[src/common/pll_status_defs.svh]
`ifndef PLL_STATUS_DEFS_SVH
`define PLL_STATUS_DEFS_SVH

// ----------------------------------------------------------------------
// Register offsets (byte addresses)
// ----------------------------------------------------------------------
// Status word index; one aligned word per index, so the byte address is
// four times it. Using the index itself would put the word off alignment.
`define PSR_IDX_STATUS   12'h01f
`define PSR_OFF_STATUS   12'h07c
`define PSR_OFF_IRQ_STAT 12'h100
`define PSR_OFF_IRQ_EN   12'h104
`define PSR_OFF_IRQ_CLR  12'h108
`define PSR_OFF_THR_SEL  12'h10c

// ----------------------------------------------------------------------
// Status word bit positions
// ----------------------------------------------------------------------
`define PSR_BIT_LOCK     0
`define PSR_BIT_FIRST_OK   1
`define PSR_BIT_SECOND_OK  2
`define PSR_BIT_OSC_OK     3
`define PSR_BIT_SECOND_SEL 4
`define PSR_BIT_HOLDOVER 5
`define PSR_BIT_CAL_DONE 6
`define PSR_NUM_FLAGS    7

// ----------------------------------------------------------------------
// Reset values
// ----------------------------------------------------------------------
`define PSR_RST_FLAGS    7'h00
`define PSR_RST_IRQ_EN   7'h00
`define PSR_RST_THR_SEL  1'h0

`endif

[src/common/pll_status_pkg.sv]
package pll_status_pkg;
  // Flag vector type: one bit per status source
  typedef logic [6:0] flags_t;
endpackage

[src/logic/pll_status_readback.sv]
`timescale 1ns/1ps
`include "pll_status_defs.svh"

// Summary of operation
// - Bit 4 shows second reference selected
// - Bit 3 shows oscillator above threshold
// - Bit 2 shows second reference above threshold
// - Bit 1 shows first reference above threshold
// - Bit 0 shows PLL digital lock
// - Bit 6 shows oscillator calibration finished
// - Bit 5 shows holdover state active
module pll_status_readback (
  input  wire logic        pclk,
  input  wire logic        presetn,
  input  wire logic        psel,
  input  wire logic        penable,
  input  wire logic        pwrite,
  input  wire logic [11:0] paddr,
  input  wire logic [31:0] pwdata,
  output logic      [31:0] prdata,
  output logic             pready,
  output logic             pslverr,
  input  wire logic        lock_detect,
  input  wire logic        first_reference_input_ok,
  input  wire logic        second_reference_input_ok,
  input  wire logic        osc_above_threshold,
  input  wire logic        second_reference_input_selected,
  input  wire logic        holdover_active,
  input  wire logic        osc_cal_done,
  output logic             ref_threshold_sel,
  output logic             irq
);

  // ----------------------------------------------------------------------
  // Declarations
  // ----------------------------------------------------------------------
  pll_status_pkg::flags_t raw_flags;     // Unsynchronised monitor levels
  pll_status_pkg::flags_t flags_sync;    // Flags in the pclk domain
  pll_status_pkg::flags_t flags_prev_r;  // Last cycle's flags, for edges
  pll_status_pkg::flags_t flags_prev_nxt;
  pll_status_pkg::flags_t irq_stat_r;    // Sticky change events
  pll_status_pkg::flags_t irq_stat_nxt;
  pll_status_pkg::flags_t irq_en_r;      // Interrupt enables
  pll_status_pkg::flags_t irq_en_nxt;
  logic                   thr_sel_r;     // Reference threshold select
  logic                   thr_sel_nxt;
  logic                   irq_r;         // Registered interrupt level
  logic                   irq_nxt;
  logic [31:0]            prdata_r;      // Registered read data
  logic [31:0]            prdata_nxt;
  logic                   pready_r;      // Registered ready
  logic                   pready_nxt;
  logic                   pslverr_r;     // Registered error
  logic                   pslverr_nxt;
  logic                   setup;         // Setup phase seen
  logic                   access_done;   // Access phase completes now
  logic                   wr_clr;        // Clear register written now
  pll_status_pkg::flags_t changed;       // Flags that moved this cycle

  // ----------------------------------------------------------------------
  // Flag gathering and synchronisation
  // ----------------------------------------------------------------------
  // Each monitor lives in its own analog or reference domain
  always_comb begin
    raw_flags                        = '0;
    raw_flags[`PSR_BIT_LOCK]         = lock_detect;
    raw_flags[`PSR_BIT_FIRST_OK]     = first_reference_input_ok;
    raw_flags[`PSR_BIT_SECOND_OK]    = second_reference_input_ok;
    raw_flags[`PSR_BIT_OSC_OK]       = osc_above_threshold;
    raw_flags[`PSR_BIT_SECOND_SEL]   = second_reference_input_selected;
    raw_flags[`PSR_BIT_HOLDOVER]     = holdover_active;
    raw_flags[`PSR_BIT_CAL_DONE]     = osc_cal_done;
  end

  // Two flops per flag before any logic reads them
  flag_sync #(
    .WIDTH (`PSR_NUM_FLAGS)
  ) u_sync (
    .pclk     (pclk),
    .presetn  (presetn),
    .async_in (raw_flags),
    .sync_out (flags_sync)
  );

  // ----------------------------------------------------------------------
  // APB decode
  // ----------------------------------------------------------------------
  // Zero wait states: access completes in its first access cycle
  assign setup       = psel & ~penable;
  assign access_done = psel & penable & pready_r;
  assign wr_clr      = access_done & pwrite & (paddr == `PSR_OFF_IRQ_CLR);
  assign changed     = flags_sync ^ flags_prev_r;

  // ----------------------------------------------------------------------
  // Control and interrupt state, next values
  // ----------------------------------------------------------------------
  always_comb begin
    flags_prev_nxt = flags_sync;
    irq_en_nxt     = irq_en_r;
    thr_sel_nxt    = thr_sel_r;
    if (access_done && pwrite) begin
      // Status word is read only, so a write there changes nothing
      if (paddr == `PSR_OFF_IRQ_EN) begin
        irq_en_nxt = pwdata[`PSR_NUM_FLAGS-1:0];
      end else if (paddr == `PSR_OFF_THR_SEL) begin
        thr_sel_nxt = pwdata[0];
      end
    end
    // Clear first, then set: an edge in the clear cycle survives
    irq_stat_nxt = irq_stat_r;
    if (wr_clr) begin
      irq_stat_nxt = irq_stat_nxt & ~pwdata[`PSR_NUM_FLAGS-1:0];
    end
    irq_stat_nxt = irq_stat_nxt | changed;
    irq_nxt      = |(irq_stat_nxt & irq_en_nxt);
  end

  // ----------------------------------------------------------------------
  // APB response, next values
  // ----------------------------------------------------------------------
  always_comb begin
    prdata_nxt  = prdata_r;
    pready_nxt  = 1'b0;
    pslverr_nxt = 1'b0;
    if (setup) begin
      pready_nxt = 1'b1;
      prdata_nxt = '0;
      unique case (paddr)
        `PSR_OFF_STATUS: begin
          prdata_nxt[`PSR_NUM_FLAGS-1:0] = flags_sync;
        end
        `PSR_OFF_IRQ_STAT: begin
          prdata_nxt[`PSR_NUM_FLAGS-1:0] = irq_stat_r;
        end
        `PSR_OFF_IRQ_EN: begin
          prdata_nxt[`PSR_NUM_FLAGS-1:0] = irq_en_r;
        end
        `PSR_OFF_THR_SEL: begin
          prdata_nxt[0] = thr_sel_r;
        end
        `PSR_OFF_IRQ_CLR: begin
          // Write-only; reads as zero
          prdata_nxt = '0;
        end
        default: begin
          // Unmapped address answers with an error
          pslverr_nxt = 1'b1;
        end
      endcase
      // Writing the status word is an error too, never a change
      if (pwrite && paddr == `PSR_OFF_STATUS) begin
        pslverr_nxt = 1'b1;
      end
    end
  end

  // ----------------------------------------------------------------------
  // Registers
  // ----------------------------------------------------------------------
  always_ff @(posedge pclk or negedge presetn) begin
    if (!presetn) begin
      flags_prev_r <= `PSR_RST_FLAGS;
      irq_stat_r   <= `PSR_RST_FLAGS;
      irq_en_r     <= `PSR_RST_IRQ_EN;
      thr_sel_r    <= `PSR_RST_THR_SEL;
      irq_r        <= 1'b0;
      prdata_r     <= 32'h0000_0000;
      pready_r     <= 1'b0;
      pslverr_r    <= 1'b0;
    end else begin
      flags_prev_r <= flags_prev_nxt;
      irq_stat_r   <= irq_stat_nxt;
      irq_en_r     <= irq_en_nxt;
      thr_sel_r    <= thr_sel_nxt;
      irq_r        <= irq_nxt;
      prdata_r     <= prdata_nxt;
      pready_r     <= pready_nxt;
      pslverr_r    <= pslverr_nxt;
    end
  end

  // ----------------------------------------------------------------------
  // Outputs, all from flops
  // ----------------------------------------------------------------------
  assign prdata            = prdata_r;
  assign pready            = pready_r;
  assign pslverr           = pslverr_r;
  assign ref_threshold_sel = thr_sel_r;
  assign irq               = irq_r;

endmodule

[src/logic/flag_sync.sv]
`timescale 1ns/1ps
`include "pll_status_defs.svh"

// Two-flop synchroniser, one stage pair per flag
module flag_sync #(
  parameter int WIDTH = 7
) (
  input  wire logic             pclk,
  input  wire logic             presetn,
  input  wire logic [WIDTH-1:0] async_in,
  output logic      [WIDTH-1:0] sync_out
);

  // ----------------------------------------------------------------------
  // Elaboration check
  // ----------------------------------------------------------------------
  if (WIDTH < 1) begin : g_bad_width
    $error("flag_sync width must be at least one");
  end

  logic [WIDTH-1:0] meta_r;    // First stage, read only by second
  logic [WIDTH-1:0] meta_nxt;  // Next first stage
  logic [WIDTH-1:0] sync_r;    // Second stage
  logic [WIDTH-1:0] sync_nxt;  // Next second stage

  // ----------------------------------------------------------------------
  // Next values
  // ----------------------------------------------------------------------
  always_comb begin
    meta_nxt = async_in;
    sync_nxt = meta_r;
  end

  // Register both stages; constants only under reset
  always_ff @(posedge pclk or negedge presetn) begin
    if (!presetn) begin
      meta_r <= '0;
      sync_r <= '0;
    end else begin
      meta_r <= meta_nxt;
      sync_r <= sync_nxt;
    end
  end

  assign sync_out = sync_r;

endmodule

[config.mk]
export PLATFORM = sky130hd
export DESIGN_NAME = pll_status_readback
export DESIGN_NICKNAME = d
export VERILOG_FILES = /design/src/common/pll_status_pkg.sv /design/src/logic/pll_status_readback.sv /design/src/logic/flag_sync.sv
export VERILOG_INCLUDE_DIRS = /design/src /design/src/common
export SDC_FILE = /design/constraint.sdc
export NUM_CORES = 1
export LEC_CHECK = 0
export BUFFER_PORTS_ARGS = -buffer_cell sky130_fd_sc_hd__buf_4
export CAP_MARGIN = 20
export CORE_ASPECT_RATIO = 0.75
export CORE_MARGIN = 3
export CORE_UTILIZATION = 46
export CTS_CLUSTER_DIAMETER = 50
export DETAILED_ROUTE_END_ITERATION = 12
export PLACE_DENSITY = 0.77
export SYNTH_ARGS = -nofsm -noshare
export SYNTH_HDL_FRONTEND = slang
export SYNTH_SLANG_ARGS = --single-unit
[constraint.sdc]
create_clock -name pclk -period 2.7 [get_ports pclk]
set_input_delay 0.27 -clock pclk [delete_from_list [all_inputs] [get_ports pclk]]
set_output_delay 0.27 -clock pclk [all_outputs]
set_load 0.01 [all_outputs]
# Yosys cells after proc, flatten, opt, wreduce, memory -nomap -nowiden
# Cells that the tools add are included.
# W data, S select, Z words.
totals:
  out_inout_bits: 36
  word_cells: 41
  in_bits: 56
  ff_bits: 46
classes:
  reduce_logical: 5
  eq_ne: 5
  mux: 9
  bitwise: 12
op_table:
  columns: ["operator", "n"]
  rows:
  - ["$eq A12 B9 Y1 const B", 4]
  - ["$mux W7", 3]
  - ["$pmux W6 S3", 1]
  - ["$and A7 B7 Y7", 2]
  - ["$eq A12 B7 Y1 const B", 1]
  - ["$not A7 Y7", 1]
  - ["$or A7 B7 Y7", 1]
  - ["$reduce_or A7 Y1", 1]
  - ["$xor A7 B7 Y7", 1]
  - ["$and A1 B1 Y1", 5]
  - ["$reduce_or A5 Y1", 1]
  - ["$mux W1", 4]
  - ["$pmux W1 S4", 1]
  - ["$reduce_and A3 Y1", 1]
  - ["$logic_and A1 B1 Y1", 2]
  - ["$not A1 Y1", 2]

# Logic depth before layout (Yosys ltp)
depth:
  word_depth: 8
  mapped_depth: 6
  mapped_depth_nobuf: 5

# Modules after synthesis
# A second synthesis with hierarchy kept.
hier_totals:
  cells_unflattened: 164
  hier_area_um2: 1996.9
by_module_without_submodules:
  columns: ["module", "cells_each", "area_per_inst_um2", "instances"]
  rows:
  - ["pll_status_readback", 150, 1646.6, 1]
  - ["flag_sync", 14, 350.3, 1]

# Least setup slack after synthesis
# No wires, ideal clock.
synth_timing:
  path_kind: "input to register"
  from: "in paddr[5]"
  to: "reg irq_r, in the netlist irq"
  stages: 5
  arrival_time_ps: 2199
  path_slack_ps: 369
  setup_ps: 132
  path_cell_list: "or4b_4 > nor4_2 > mux2_2 > a222oi_1 > nand3_1"
synth_between:
  word_cells_on_any_way: 9
  classes_between: "2 x eq/ne; 3 x mux; 3 x bitwise; 1 x reduce/logical"
synth_lines:
  columns: ["element", "line", "rtl"]
  rows:
  - ["from (decl)", "pll_status_readback.sv:18", "input wire logic [11:0] paddr,"]
  - ["$eq A12 B9 Y1", null, null]
  - ["$mux W7", "pll_status_readback.sv:103", "if (paddr == `PSR_OFF_IRQ_EN) begin"]
  - ["$mux W7", "pll_status_readback.sv:101", "if (access_done && pwrite) begin"]
  - ["via irq_en_nxt[4]", "pll_status_readback.sv:44", "pll_status_pkg::flags_t irq_en_nxt;"]
  - ["$and A7 B7 Y7", "pll_status_readback.sv:115", "irq_nxt = |(irq_stat_nxt & irq_en_nxt);"]
  - ["$reduce_or A7 Y1", "pll_status_readback.sv:115", null]
  - ["via irq_nxt", "pll_status_readback.sv:48", "logic irq_nxt;"]
  - ["to (signal assigned)", "pll_status_readback.sv:175", "irq_r <= irq_nxt;"]
  - ["to (decl)", "pll_status_readback.sv:47", "logic irq_r;"]
# The timed path passes the listed nets, and every way through them passes these cells.
# A chain may end at the register's enable or synchronous reset.

# Worst setup path in the final report
layout_timing:
  from: "in paddr[5]"
  to: "reg irq_r, in the netlist irq"
layout_between:
  elab_chain_len: 6
  word_cells_on_any_way: 9
  classes_between: "2 x eq/ne; 3 x mux; 3 x bitwise; 1 x reduce/logical"
layout_lines:
  columns: ["element", "line", "rtl"]
  rows:
  - ["$eq A12 B9 Y1", null, null]
  - ["$and A1 B1 Y1", "pll_status_readback.sv:91", "assign wr_clr = access_done & pwrite & (paddr == `PSR_OFF_IRQ_CLR);"]
  - ["$mux W7", "pll_status_readback.sv:111", "if (wr_clr) begin"]
  - ["$or A7 B7 Y7", "pll_status_readback.sv:114", "irq_stat_nxt = irq_stat_nxt | changed;"]
  - ["via irq_stat_nxt[6]", "pll_status_readback.sv:42", "pll_status_pkg::flags_t irq_stat_nxt;"]
  - ["$and A7 B7 Y7", "pll_status_readback.sv:115", null]
  - ["$reduce_or A7 Y1", "pll_status_readback.sv:115", null]
  - ["via irq_nxt", "pll_status_readback.sv:48", null]
# The timed path passes the listed nets, and every way through them passes these cells.

==> flow_summary.yaml <==
status:
  status: "completed"
die:
  dieHeight_um: 63.08
  fp.coreArea_um2: 4104
  row_count: 20
  initial_core_util_pct: 48.69
  ios: 92
  dieArea_um2: 5179
  die_width_um: 82.11
timing:
  finalSetupTns_ps: 0
  fin_crit_sh_pct: 80.29
  setup_ws_ps: 532.0
  fmax_ghz: 0.4613
  max_slew_margin_pct: 62.54
  finClkSkew_ps: 9.837
  rsz0062_at_grt: "false"
  setup_viol: 0
  hold_viol: 0
  max_slew.worst_pin.slew_ps: 562.0
  period_needed_ps: 2168
  drv_slew: 0
yosys:
  synth_enable_flop_cells: 0
  synthArstFlopShare_pct: 100.0
  ys_warn_count: 0
  synth-main-ff-cell: "dfrtp_1"
  synth_area_um2: 1998
  syn_inst: 160
  synth_cell_type_count: 34
  ys_ff_latch: 46
  syn_avg_cell_area_um2: 12.49
  ys_seq_area_share_pct: 57.61
critical_path:
  critPathMaxStageDelay_ps: 600
  worstPathCellList: "buf_4, or4b_4, or4_4, a211o_1, a222oi_1, nand3_1"
  worstPathArrival_ps: 2340
  crit_type: "primary input to flop"
  crit_required_ps: 2870
  cp_slowest_cell: "or4_4"
  critPathMaxFanout: 4
  worst_setup_path_end_kind: "flop"
  worstSetupStartpointType: "primary input"
cells_and_area:
  nNetsFinal: 267
  layout-drive-gt1-share_pct: 36.32
  final_area_um2: 2420
  nFillCells: 358
  antennaDiodeCount: 0
  fin_cells: 267
  syn_to_final_growth_pct: 21.10
clock_tree:
  cts_root_buf: "clkbuf_8"
  post_cts_buffers: 0
  cts.sinks: 46
  cts_buffers: 5
  cts_tree: "built"
  clkLatencyLatePin_ps: 290
  cts-htree-levels: 2
  hold_buffers: 1
  cts.clk_slew.worst_paths_ps: 90
  ctsResizeCount: 0
  clockBufferDepth: 2
place:
  post-place-ws_ps: 236.2
  dp_cells: 258
  dp_hpwl_mm: 2.730
  placed_cell_area_um2: 2300
  gp_congestion: 0.7503
  portBuffers: 41
routing:
  post-route-drc-count: 0
  routed_wl_mm: 3.638
  drt-initial-drc-count: 68
  wl_per_cell_um: 13.63
  vias: 1260
  ant_nets: 0
  viasPerCell: 4.719
  dr.pass1.iters: 4
global_route:
  globalRouteTotalUtil_pct: 14.74
  grt_pass1_vias: 1218
  antenna_found_initial: 0
  grt_pass1_wl_mm: 5.754
  grt_max_degree: 47
  overflow: 0
power_and_ir_drop:
  vdd_drop_max_mv: 0.3270
  power-per-cell-area_nw_per_um2: 542.4
  pwr-share-clk_pct: 37.7
  switching_power_w: 0.0002839
  p_comb_share_pct: 7.8
  leakagePower_nw: 1.111
  swShare_pct: 21.63
  p_seq_share_pct: 54.5
  p_int_w: 0.001029
flow_run:
  maxCapViolations: 0
worst_hold_path:
  hold_path_class: "primary input to flop"
==> final timing paths <==
check / from / to / slack [ps] / cells after the start
worst max-delay path: paddr[5] / irq / 530 / 6
worst min-delay path: lock_detect / u_sync.meta_r[0] / 80 / 1
worst max register to register: pready / irq / 620 / 5
worst min register to register: u_sync.meta_r[6] / u_sync.sync_out[6] / 350 / 0
max in group asynchronous: presetn / u_sync.meta_r[1] / 1820 / 2
min in group asynchronous: presetn / u_sync.meta_r[6] / 500 / 2
==> layer usage <==
| layer | part of all wire, % | GRT usage [%] | routed length, um | vias up |
|---|---|---|---|---|
| met5 | 0 | 0 | 0 | - |
| met4 | 0.74 | 3.112 | 27 | 0 |
| met3 | 7.5 | 4.429 | 273 | 5 |
| met2 | 45 | 21.27 | 1639 | 47 |
| met1 | 47 | 21.98 | 1697 | 594 |
| li1 | - | - | - | 614 |
==> cell usage after synthesis (2+ instances only) <==
| library cell | n | area, um2 |
|---|---|---|
| mux2_2 | 15 | 168.9 |
| a22oi_1 | 7 | 52.55 |
| nand3_1 | 2 | 10.01 |
| xor2_1 | 5 | 43.79 |
| nor2_1 | 4 | 15.01 |
| dfrtp_1 | 46 | 1151 |
| o21ai_0 | 8 | 40.04 |
| nand2_1 | 8 | 30.03 |
| nor2b_1 | 5 | 31.28 |
| buf_4 | 25 | 187.7 |
| or4_4 | 2 | 22.52 |
| inv_1 | 4 | 15.01 |
| nand2b_1 | 2 | 12.51 |
| nor3_1 | 2 | 10.01 |
| nor4_1 | 2 | 12.51 |
| xnor2_1 | 2 | 17.52 |
| a211o_2 | 3 | 30.03 |
| or4b_1 | 2 | 20.02 |
==> final cells by class <==
type	count	area, um2	area share [%]
sequential	46	1151	47.57
multi-input combinational	107	719.4	29.73
timing repair buffer	47	355.3	14.68
clock buffer	6	72.57	2.999
tap	55	68.82	2.844
clock inverter	2	37.54	1.551
inverter	4	15.01	0.6205
==> flip-flops by register name (all words and copies together) (netlist names) <==
name               count
u_sync.sync_out        7
flags_prev_r           7
prdata                 7
irq_en_r               7
irq_stat_r             7
u_sync.meta_r          7
irq                    1
pready                 1
ref_threshold_sel      1
pslverr                1
==> placed cells by master (no fill, tap or decap) <==
| master | instances |
|---|---|
| or3_2 | 1 |
| and2_1 | 1 |
| buf_4 | 46 |
| clkbuf_8 | 5 |
| a211o_2 | 3 |
| clkbuf_1 | 1 |
| a222oi_1 | 1 |
| nor2_1 | 4 |
| bufinv_16 | 1 |
| nand4b_1 | 1 |
| dlygate4sd3_1 | 1 |
| or2_2 | 1 |
| dfrtp_1 | 46 |
| nor3_1 | 2 |
| o21ai_0 | 8 |
| nor2b_1 | 5 |
| nand2b_1 | 2 |
| or4b_1 | 2 |
| mux2_2 | 15 |
| a32oi_1 | 1 |
| clkinvlp_4 | 1 |
| or4_4 | 2 |
| inv_1 | 4 |
| a211o_1 | 1 |
| or4b_4 | 1 |
| a221oi_1 | 1 |
| a31oi_1 | 1 |
| nand4_1 | 1 |
| a21oi_1 | 1 |
| xnor2_1 | 2 |
| nor4_1 | 2 |
| a22oi_1 | 7 |
| xor2_1 | 5 |
| nor4_2 | 1 |
| nand3_1 | 2 |
| conb_1 | 25 |
| nand2_1 | 8 |
==> logic make-up after synthesis <==
kind of cell           synth area share [%]
flip-flops                            57.61
XOR/XNOR                              3.068
multiplexers                          8.453
buffers and inverters                 10.89
AO/OA/AOI/OAI                         8.516
other                                0.1877
AND/OR/NAND/NOR                       11.27
==> power groups by stage <==
stage | sequential [W] | combinational [W] | clock [W]
finish | 0.000715 | 0.000103 | 0.000495
global placement | 0.000728 | 0.000101 | 0
detailed placement | 0.000729 | 0.000102 | 0
global route | 0.000717 | 0.000115 | 0.000534
CTS | 0.000715 | 0.000104 | 0.000505
floorplan | 0.000728 | 0.0000715 | 0
==> worst max-delay path: cells and delay by family <==
| kind | cells | cell delay [ps] |
|---|---|---|
| buffers and inverters | 1 | 110 |
| AOI/OAI and AO/OA | 2 | 660 |
| and+or+nand+nor | 3 | 1290 |
==> per-stage QoR <==
step	hold WS [ps]	util [%]	power, W
final	79.12	58.96	0.001312
after floorplan	-25.59	-	0.0007994
after CTS	69.53	58.96	0.001324
after global placement	302.4	56.04	0.0008291
after global routing	60.33	58.96	0.001367
after detailed placement	299.4	56.04	0.0008313
Note: power is estimated with default switching activity, not from simulation.
